<file path="src/ads_pkg.sv">
// Constants, types and state layout for the amplifier diagnostic and phase-clock configuration
//
// Overview of operation
// - The test tone frequency register is an 8-bit read/write code with 375 Hz per step.
// - The test tone frequency register is at address 0x2A and resets to 0x32 (18.75 kHz).
// - Phase-clock control bit 7 at 0 keeps clock error checking on, at 1 skips it.
// - Phase-clock control bit 4 at 0 reports clock errors, at 1 masks them; it resets to 0.
// - Phase-clock control bit 1 at 0 makes the error non-latching, at 1 latching; it resets to 1.
// - Phase-clock control bit 0 at 0 makes the device a clock target fed from outside, at 1 the controller.
// - The phase-clock control register is at 0x2B, resets to 0x02, and bits 6-5 and 3-2 read zero.
// - The switching frequency is selectable among 1.8 MHz, 2.1 MHz and 2.3 MHz only.
// - Mode control bit 4 pairs channels 1 and 2 and bit 5 pairs channels 3 and 4, independently.
// - Load diagnostics stay available on channel pairs that run as a paralleled bridge.
// - Each channel can be put into line-driver mode by its own bit of mode control.
// - The zero-crossing wait code selects 20, 80, 320 or 1280 us, and the gain steps after it regardless.
package ads_pkg;

	localparam int CLK_MHZ = 100;

	// Register map
	localparam logic [7:0] MODE_ADDR = 8'h00;
	localparam logic [7:0] TFB_ADDR  = 8'h28;
	localparam logic [7:0] TONE_ADDR = 8'h2A;
	localparam logic [7:0] SYNC_ADDR = 8'h2B;
	localparam logic [7:0] STAT_ADDR = 8'h2C;

	// Reset values
	localparam logic [7:0] MODE_RST = 8'h40;
	localparam logic [7:0] TFB_RST  = 8'h00;
	localparam logic [7:0] TONE_RST = 8'h32;
	localparam logic [7:0] SYNC_RST = 8'h02;
	localparam logic [7:0] SYNC_RW_MASK = 8'h93;

	// Field positions
	localparam int MODE_LD_LSB      = 0;
	localparam int MODE_PBTL12_BIT  = 4;
	localparam int MODE_PBTL34_BIT  = 5;
	localparam int MODE_FSW_LSB     = 6;
	localparam int TFB_ZCBYP_BIT    = 4;
	localparam int TFB_OFF_BIT      = 5;
	localparam int TFB_ZCW_LSB      = 6;
	localparam int SYNC_CTRL_BIT    = 0;
	localparam int SYNC_LATCH_BIT   = 1;
	localparam int SYNC_MASK_BIT    = 4;
	localparam int SYNC_SKIP_BIT    = 7;
	localparam int STAT_ERR_BIT     = 0;

	// Switching frequency codes
	localparam logic [1:0] FSW_1M8 = 2'h0;
	localparam logic [1:0] FSW_2M1 = 2'h1;
	localparam logic [1:0] FSW_2M3 = 2'h2;

	// Tone scale and wait times
	localparam int TONE_HZ_PER_LSB = 375;
	localparam int ZC_WAIT_20_US   = 20;
	localparam int ZC_WAIT_80_US   = 80;
	localparam int ZC_WAIT_320_US  = 320;
	localparam int ZC_WAIT_1280_US = 1280;
	localparam int ZC_WAIT_20_CYC  = ZC_WAIT_20_US * CLK_MHZ;
	localparam int ZC_CNT_W        = 18;

	// Phase-clock timing in system clock cycles
	localparam logic [7:0] SYNC_MIN_CYC  = 8'h08;
	localparam logic [7:0] SYNC_MAX_CYC  = 8'h20;
	localparam logic [7:0] SYNC_HALF_CYC = 8'h08;

	// Control bus slave address; base value is arbitrary
	localparam logic [6:0] I2C_BASE_ADDR = 7'h6C;
	localparam logic [2:0] I2C_LAST_BIT  = 3'h7;

	typedef enum logic [2:0] {
		ADS_IDLE,
		ADS_ADDR,
		ADS_ACK,
		ADS_ACK_HOLD,
		ADS_WR,
		ADS_RD,
		ADS_RD_ACK
	} ads_i2c_st_t;

	typedef struct packed {
		logic       standby_n;
		logic [1:0] addr_sel;
		logic       zc_det;
		logic       gain_req;
		logic [3:0] diag_req;
		logic       sync;
		logic       sda;
		logic       scl;
	} ads_pins_t;

	typedef struct packed {
		ads_pins_t              s1;
		ads_pins_t              s2;
		ads_pins_t              d;
		ads_i2c_st_t            st;
		logic [2:0]             bitc;
		logic [7:0]             shf;
		logic [7:0]             ptr;
		logic                   first;
		logic                   rw;
		logic                   sda_oe;
		logic                   sda_out;
		logic [7:0]             mode;
		logic [7:0]             tfb;
		logic [7:0]             tone;
		logic [7:0]             syncc;
		logic [7:0]             perc;
		logic                   sync_bad;
		logic                   err_lat;
		logic                   err;
		logic [7:0]             divc;
		logic                   sync_drv;
		logic                   zc_busy;
		logic [ZC_CNT_W-1:0]    zc_cnt;
		logic                   gain_step;
		logic [1:0]             paralleled_bridge_mode;
		logic [1:0]             fsw;
		logic [3:0]             diag_run;
	} ads_state_t;

endpackage

</file>
<file path="src/ads_config.sv">
// I2C register bank, phase-clock control and mode settings of the four-channel amplifier
`timescale 1ns/100ps
module ads_config #(
	parameter logic [17:0] ZC_WAIT_80_CYC   = 18'(ads_pkg::ZC_WAIT_80_US * ads_pkg::CLK_MHZ),
	parameter logic [17:0] ZC_WAIT_320_CYC  = 18'(ads_pkg::ZC_WAIT_320_US * ads_pkg::CLK_MHZ),
	parameter logic [17:0] ZC_WAIT_1280_CYC = 18'(ads_pkg::ZC_WAIT_1280_US * ads_pkg::CLK_MHZ)
) (
	input  wire logic       sys_clk_i,
	input  wire logic       rst_i,
	input  wire logic       scl_i,
	input  wire logic       sda_i,
	output logic            sda_o,
	output logic            sda_oe_o,
	input  wire logic [1:0] addr_sel_i,
	input  wire logic       standby_n_i,
	input  wire logic       sync_i,
	output logic            sync_o,
	output logic            sync_oe_o,
	output logic            sync_err_o,
	input  wire logic       gain_req_i,
	input  wire logic       zc_det_i,
	output logic            gain_step_o,
	input  wire logic [3:0] diag_req_i,
	output logic [3:0]      diag_run_o,
	output logic [1:0]      paralleled_bridge_mode_o,
	output logic [3:0]      line_drv_o,
	output logic [1:0]      fsw_sel_o,
	output logic [7:0]      tone_freq_o
);

	ads_pkg::ads_state_t r;
	ads_pkg::ads_state_t n;
	ads_pkg::ads_pins_t  pins;
	logic                scl_rise;
	logic                scl_fall;
	logic                bus_start;
	logic                bus_stop;
	logic                sync_rise;
	logic                err_raw;
	logic [7:0]          byte_in;
	logic [6:0]          own_addr;
	logic [17:0]         zc_load;

	// Register read mux; reserved bits of the phase-clock register read zero
	function automatic logic [7:0] reg_read(input ads_pkg::ads_state_t s, input logic [7:0] a);
		logic [7:0] v;
		v = 8'h00;
		case (a)
			ads_pkg::MODE_ADDR: v = s.mode;
			ads_pkg::TFB_ADDR:  v = s.tfb;
			ads_pkg::TONE_ADDR: v = s.tone;
			ads_pkg::SYNC_ADDR: v = s.syncc & ads_pkg::SYNC_RW_MASK;
			ads_pkg::STAT_ADDR: v[ads_pkg::STAT_ERR_BIT] = s.err_lat;
			default:            v = 8'h00;
		endcase
		return v;
	endfunction

	// All pins travel together through the synchroniser
	always_comb begin
		pins.standby_n = standby_n_i;
		pins.addr_sel  = addr_sel_i;
		pins.zc_det    = zc_det_i;
		pins.gain_req  = gain_req_i;
		pins.diag_req  = diag_req_i;
		pins.sync      = sync_i;
		pins.sda       = sda_i;
		pins.scl       = scl_i;
	end

	// Edge and condition detection only on second-stage samples
	always_comb begin
		scl_rise  = r.s2.scl & ~r.d.scl;
		scl_fall  = ~r.s2.scl & r.d.scl;
		bus_start = r.s2.scl & r.d.scl & r.d.sda & ~r.s2.sda;
		bus_stop  = r.s2.scl & r.d.scl & ~r.d.sda & r.s2.sda;
		sync_rise = r.s2.sync & ~r.d.sync;
		byte_in   = {r.shf[6:0], r.s2.sda};
		own_addr  = {ads_pkg::I2C_BASE_ADDR[6:2], r.s2.addr_sel};
		err_raw   = ~r.syncc[ads_pkg::SYNC_CTRL_BIT] & ~r.syncc[ads_pkg::SYNC_SKIP_BIT]
		          & r.sync_bad;
		case (r.tfb[ads_pkg::TFB_ZCW_LSB +: 2])
			2'h0:    zc_load = 18'(ads_pkg::ZC_WAIT_20_CYC);
			2'h1:    zc_load = ZC_WAIT_80_CYC;
			2'h2:    zc_load = ZC_WAIT_320_CYC;
			default: zc_load = ZC_WAIT_1280_CYC;
		endcase
	end

	// Next-state logic for the whole block
	always_comb begin
		n         = r;
		n.s1      = pins;
		n.s2      = r.s1;
		n.d       = r.s2;
		n.sda_out = 1'b0;
		n.gain_step = 1'b0;

		// Control bus slave: pointer byte first, then data with auto-increment
		if (bus_start) begin
			n.st     = ads_pkg::ADS_ADDR;
			n.bitc   = 3'h0;
			n.sda_oe = 1'b0;
		end else if (bus_stop) begin
			n.st     = ads_pkg::ADS_IDLE;
			n.sda_oe = 1'b0;
		end else begin
			case (r.st)
				ads_pkg::ADS_IDLE: begin
					n.sda_oe = 1'b0;
				end
				ads_pkg::ADS_ADDR: begin
					if (scl_rise) begin
						n.shf  = byte_in;
						n.bitc = r.bitc + 3'h1;
						if (r.bitc == ads_pkg::I2C_LAST_BIT) begin
							n.rw    = r.s2.sda;
							n.first = 1'b1;
							n.st    = (r.shf[6:0] == own_addr) ? ads_pkg::ADS_ACK
							                                   : ads_pkg::ADS_IDLE;
						end
					end
				end
				ads_pkg::ADS_ACK: begin
					if (scl_fall) begin
						n.sda_oe = 1'b1;
						n.st     = ads_pkg::ADS_ACK_HOLD;
					end
				end
				ads_pkg::ADS_ACK_HOLD: begin
					if (scl_fall) begin
						n.bitc = 3'h0;
						if (r.rw) begin
							n.shf    = reg_read(r, r.ptr);
							n.sda_oe = ~n.shf[ads_pkg::I2C_LAST_BIT];
							n.ptr    = r.ptr + 8'h01;
							n.st     = ads_pkg::ADS_RD;
							// Status read clears the latched error; a new error still wins
							if (r.ptr == ads_pkg::STAT_ADDR) begin
								n.err_lat = 1'b0;
							end
						end else begin
							n.sda_oe = 1'b0;
							n.st     = ads_pkg::ADS_WR;
						end
					end
				end
				ads_pkg::ADS_WR: begin
					if (scl_rise) begin
						n.shf  = byte_in;
						n.bitc = r.bitc + 3'h1;
						if (r.bitc == ads_pkg::I2C_LAST_BIT) begin
							n.st = ads_pkg::ADS_ACK;
							if (r.first) begin
								n.first = 1'b0;
								n.ptr   = byte_in;
							end else begin
								n.ptr = r.ptr + 8'h01;
								case (r.ptr)
									ads_pkg::MODE_ADDR: n.mode = byte_in;
									ads_pkg::TFB_ADDR:  n.tfb  = byte_in;
									ads_pkg::TONE_ADDR: n.tone = byte_in;
									ads_pkg::SYNC_ADDR: n.syncc = byte_in
									                    & ads_pkg::SYNC_RW_MASK;
									default:            n.tone = r.tone;
								endcase
							end
						end
					end
				end
				ads_pkg::ADS_RD: begin
					if (scl_fall) begin
						if (r.bitc == ads_pkg::I2C_LAST_BIT) begin
							n.sda_oe = 1'b0;
							n.st     = ads_pkg::ADS_RD_ACK;
						end else begin
							n.shf    = {r.shf[6:0], 1'b0};
							n.sda_oe = ~r.shf[6];
							n.bitc   = r.bitc + 3'h1;
						end
					end
				end
				ads_pkg::ADS_RD_ACK: begin
					// A not-acknowledge ends the read; an acknowledge fetches the next byte
					if (scl_rise) begin
						n.st = r.s2.sda ? ads_pkg::ADS_IDLE : ads_pkg::ADS_ACK_HOLD;
					end
				end
				default: begin
					n.st     = ads_pkg::ADS_IDLE;
					n.sda_oe = 1'b0;
				end
			endcase
		end

		// Phase-clock period watch in target mode; saturating so a dead clock stays flagged
		if (r.syncc[ads_pkg::SYNC_CTRL_BIT] | r.syncc[ads_pkg::SYNC_SKIP_BIT]) begin
			n.perc     = 8'h00;
			n.sync_bad = 1'b0;
		end else if (sync_rise) begin
			n.perc     = 8'h00;
			n.sync_bad = (r.perc < ads_pkg::SYNC_MIN_CYC) | (r.perc >= ads_pkg::SYNC_MAX_CYC);
		end else if (r.perc >= ads_pkg::SYNC_MAX_CYC) begin
			n.sync_bad = 1'b1;
		end else begin
			n.perc = r.perc + 8'h01;
		end

		// Error report: latch is set-dominant over the status-read clear
		if (err_raw & r.syncc[ads_pkg::SYNC_LATCH_BIT]) begin
			n.err_lat = 1'b1;
		end
		n.err = ~r.syncc[ads_pkg::SYNC_MASK_BIT]
		      & (r.syncc[ads_pkg::SYNC_LATCH_BIT] ? (r.err_lat | err_raw) : err_raw);

		// Controller mode drives the phase clock from a divider; the new role is used so that
		// the pin data drops in the same cycle as its enable and never leaks into target mode
		if (n.syncc[ads_pkg::SYNC_CTRL_BIT]) begin
			if (r.divc >= ads_pkg::SYNC_HALF_CYC - 8'h01) begin
				n.divc     = 8'h00;
				n.sync_drv = ~r.sync_drv;
			end else begin
				n.divc = r.divc + 8'h01;
			end
		end else begin
			n.divc     = 8'h00;
			n.sync_drv = 1'b0;
		end

		// Gain step waits for a zero crossing, but no longer than the chosen wait
		if (r.tfb[ads_pkg::TFB_OFF_BIT]) begin
			n.zc_busy = 1'b0;
		end else if (r.zc_busy) begin
			if (r.s2.zc_det | (r.zc_cnt == 18'h00000)) begin
				n.zc_busy   = 1'b0;
				n.gain_step = 1'b1;
			end else begin
				n.zc_cnt = r.zc_cnt - 18'h00001;
			end
		end else if (r.s2.gain_req & ~r.d.gain_req) begin
			if (r.tfb[ads_pkg::TFB_ZCBYP_BIT]) begin
				n.gain_step = 1'b1;
			end else begin
				n.zc_busy = 1'b1;
				n.zc_cnt  = zc_load;
			end
		end

		// Bridge pairing and switching rate take effect only in standby
		if (~r.s2.standby_n) begin
			n.paralleled_bridge_mode = {r.mode[ads_pkg::MODE_PBTL34_BIT], r.mode[ads_pkg::MODE_PBTL12_BIT]};
			if (r.mode[ads_pkg::MODE_FSW_LSB +: 2] != 2'h3) begin
				n.fsw = r.mode[ads_pkg::MODE_FSW_LSB +: 2];
			end
		end

		// A paired bridge runs diagnostics on both of its channels together
		for (int p = 0; p < 2; p++) begin
			n.diag_run[2*p +: 2] = r.paralleled_bridge_mode[p] ? {2{|r.s2.diag_req[2*p +: 2]}}
			                                 : r.s2.diag_req[2*p +: 2];
		end
	end

	// State register
	always_ff @(posedge sys_clk_i or posedge rst_i) begin
		if (rst_i) begin
			r          <= '0;
			r.s1.scl   <= 1'b1;
			r.s1.sda   <= 1'b1;
			r.s2.scl   <= 1'b1;
			r.s2.sda   <= 1'b1;
			r.d.scl    <= 1'b1;
			r.d.sda    <= 1'b1;
			r.s1.standby_n <= 1'b1;
			r.s2.standby_n <= 1'b1;
			r.d.standby_n  <= 1'b1;
			r.st       <= ads_pkg::ADS_IDLE;
			r.mode     <= ads_pkg::MODE_RST;
			r.tfb      <= ads_pkg::TFB_RST;
			r.tone     <= ads_pkg::TONE_RST;
			r.syncc    <= ads_pkg::SYNC_RST;
			r.fsw      <= ads_pkg::FSW_2M1;
		end else begin
			r <= n;
		end
	end

	// Outputs straight from state
	assign sda_o       = r.sda_out;
	assign sda_oe_o    = r.sda_oe;
	assign sync_o      = r.sync_drv;
	assign sync_oe_o   = r.syncc[ads_pkg::SYNC_CTRL_BIT];
	assign sync_err_o  = r.err;
	assign gain_step_o = r.gain_step;
	assign diag_run_o  = r.diag_run;
	assign paralleled_bridge_mode_o      = r.paralleled_bridge_mode;
	assign line_drv_o  = r.mode[ads_pkg::MODE_LD_LSB +: 4];
	assign fsw_sel_o   = r.fsw;
	assign tone_freq_o = r.tone;

endmodule // ads_config

</file>
<file path="config.mk">
export PLATFORM = sky130hd
export DESIGN_NAME = ads_config
export DESIGN_NICKNAME = d
export VERILOG_FILES = /design/src/ads_pkg.sv /design/src/ads_config.sv
export SDC_FILE = /design/constraint.sdc
export NUM_CORES = 1
export LEC_CHECK = 0
export BUFFER_PORTS_ARGS = -buffer_cell sky130_fd_sc_hd__buf_4
export CORE_MARGIN = 4
export CORE_UTILIZATION = 45
export CTS_CLUSTER_DIAMETER = 150
export DETAILED_ROUTE_END_ITERATION = 12
export GPL_TIMING_DRIVEN = 0
export SLEW_MARGIN = 10
export SYNTH_ARGS = -nofsm -noshare
export SYNTH_HDL_FRONTEND = slang
export SYNTH_SLANG_ARGS = --single-unit
</file>
<file path="constraint.sdc">
create_clock -name sys_clk_i -period 7.83 [get_ports sys_clk_i]
set_input_delay 1.566 -clock sys_clk_i [delete_from_list [all_inputs] [get_ports sys_clk_i]]
set_output_delay 1.566 -clock sys_clk_i [all_outputs]
set_load 0.01 [all_outputs]
</file>
==> flow_summary.yaml <==
layout:
  area_delta_synth_final_pct: 18.90
  fillers: 1182
  layout-drive-gt1-share: 0.2335
  diodes: 0
  nets: 665
grt:
  grt_pass1_wl_um: 23630
  grt_util_all_layers: 0.1870
  grt_max_degree: 93
  overflow: 0
  grt_pass1_vias: 4676
  antenna_found_initial: 1
yosys:
  synth_common_cells: "dfrtp_1, nand2_1, o21ai_0, mux2_2, nor2_1"
  yosysTopAreaCell: "dfrtp_1"
  synth_seq_area_share: 0.5243
  synth_seq_cells: 128
  synth_area_leaders: "dfrtp_1, dfstp_2, mux2_2, o21ai_0, nand2_1"
  syn_inst: 576
  synth_top_area_share: 0.4645
  ys_async_sr_fraction: 1.000
  ys_warn_count: 0
  synth-edff-count: 0
  synthDistinctLibCells: 68
  yosysMostFrequentCell: "dfrtp_1"
  syn_avg_cell_area_um2: 10.66
  synth_top_flop_cell: "dfrtp_1"
  netlist_area_um2: 6142
sta:
  worst_slew_pin_slew_ns: 0.8082
  max_freq_ghz: 0.3571
  holdWs_ns: 0.3465
  fin_skew_ns: 0.01751
  setup_violations: 0
  finalHoldViolCount: 0
  grt_setup_unrepaired: "no"
  period_needed_ns: 2.801
  layout_setup_ws_ns: 5.029
  fin_setup_tns_ns: 0
  slew_viol_final: 0
  period_share: 0.3577
  slew_headroom: 0.4571
clock_tree:
  cts_tree: "done"
  cts-htree-levels: 4
  path_clk_slew_ns: 0.06
  numCtsBuffers: 17
  clk_path_buf_depth: 2
  clockRootBuffer: "clkbuf_16"
  cts.sinks: 128
  postCtsSetupBuffers: 0
  post_cts_resized: 0
  holdBufCountCts: 0
  insertion_delay_ns: 0.42
worst_hold_path:
  hold_class: "register to register"
  hold_start: "n[124]"
  worstHoldPathCells: 0
  hold_end: "n[112]"
job:
  drv_cap: 0
pwr:
  p_leak_nw: 3.326
  ir_drop_v: 0.0001846
  powerDensity_nw_per_um2: 287.7
route:
  drcViolationCount: 0
  viasPerCell: 5.665
  drtPass1Iterations: 5
  wl_per_cell_um: 16.85
  drtIter0Drc: 307
  ant_nets: 0
  wl_um: 13930
  num_vias: 4685
worst_setup_path:
  required_ns: 8.13
  cp_max_fo: 8
  path_class: "register to register"
  r2r-start: "r[100]"
  crit_path_start_kind: "register"
  critPathLaunch: "r[100]"
  end_kind: "register"
  r2r_cells: 7
  r2r_end: "tone_freq_o[6]"
  crit_arrival_ns: 3.10
  regToRegSetupSlack_ns: 5.03
floorplan:
  core-area_um2: 13300
  dieArea_um2: 15580
  dieHeight_um: 124.8
  num_io_pins: 40
  start_util: 0.4620
  rows: 42
  die_w_um: 124.8
place:
  io_buffers: 38
  post-place-ws_ns: 5.050
  dp_hpwl_um: 9570
  gp_congestion: 0.9130
run_status:
  outcome: "finished clean"
==> critical path: stages (launching register included) <==
cell	delay, ns
dfrtp_1	0.37
ha_1	0.15
ha_1	0.33
nand4bb_1	0.24
nor3_1	0.71
and3_1	0.26
buf_2	0.26
mux2_2	0.37
==> report_power, final <==
group	internal [W]	leakage (nW)	switching [W]	total [W]
logic	0.000180	1.42	0.000267	0.000447
registers	0.000750	1.61	0.0000976	0.000848
clock network	0.000511	0.292	0.000296	0.000806
==> metal layers <==
layer  track usage  vias up  routed length [µm]
li1              -     2212                   -
met3       0.04974       14                 575
met1        0.2539     2354                6311
met5             0        -                   8
met4       0.05740        2                 159
met2        0.2952      103                6880
==> per-stage QoR <==
step	power, W	cells	area [µm²]	util
final	0.002101	827	7303	0.5493
after global routing	0.002218	827	7303	0.5493
after CTS	0.002116	827	7303	0.5493
after detailed placement	0.001300	795	6701	0.5040
after global placement	0.001288	794	6663	0.5011
after floorplan	0.001167	580	6157	-
==> cell families after synthesis <==
kind of cell / synth area share
mux: 0.06295
fa+ha+maj: 0.02648
buf+inv: 0.05378
compound gates: 0.1817
xor+xnor: 0.01141
flops: 0.5243
other cells: 0.0006105
simple gates: 0.1387
==> area by class of cell <==
type / instances / area [µm²] / share of cell area
plain buffers: 45 / 262.8 / 0.03598
clock buffers: 20 / 446.7 / 0.06116
clock inverters: 12 / 155.1 / 0.02124
inverters: 18 / 72.57 / 0.009937
multi-input cells: 389 / 2613 / 0.3577
flip-flops and latches: 128 / 3221 / 0.4410
well taps: 176 / 220.2 / 0.03015
repair buffers: 39 / 312.8 / 0.04283
==> flip-flops by register name (all words and copies together) (netlist names) <==
name                      flops
byte_in                       8
diag_run_o                    4
fsw_sel_o                     2
gain_step_o                   1
line_drv_o                    4
n                            23
paralleled_bridge_mode_o      2
r                            72
sda_oe_o                      1
sync_err_o                    1
sync_o                        1
sync_oe_o                     1
tone_freq_o                   8
==> worst max path at each step <==
stage	end
finish	tone_freq_o[6]
global route	tone_freq_o[6]
CTS	tone_freq_o[6]
detailed placement	tone_freq_o[6]
global placement	r[104]
floorplan	byte_in[1]
==> cells in the final DEF, fill, tap and decap left out, drive strengths merged, types with 6 or more instances in the layout <==
cell type,netlist,layout
a22oi,6,6
a32oi,6,6
inv,18,22
dfstp,14,14
buf,30,69
o22ai,8,8
o31a,6,6
a22o,14,14
mux2,29,29
nor2,30,30
o211ai,9,9
o21a,9,9
clkbuf,15,35
nand2b,10,10
a21oi,26,26
nor3,10,10
mux2i,6,6
o21ai,45,45
dfrtp,114,114
nand4,6,6
ha,13,13
nor2b,7,7
nand3,16,16
nand2,48,48
(Power assumes the default switching activity.)
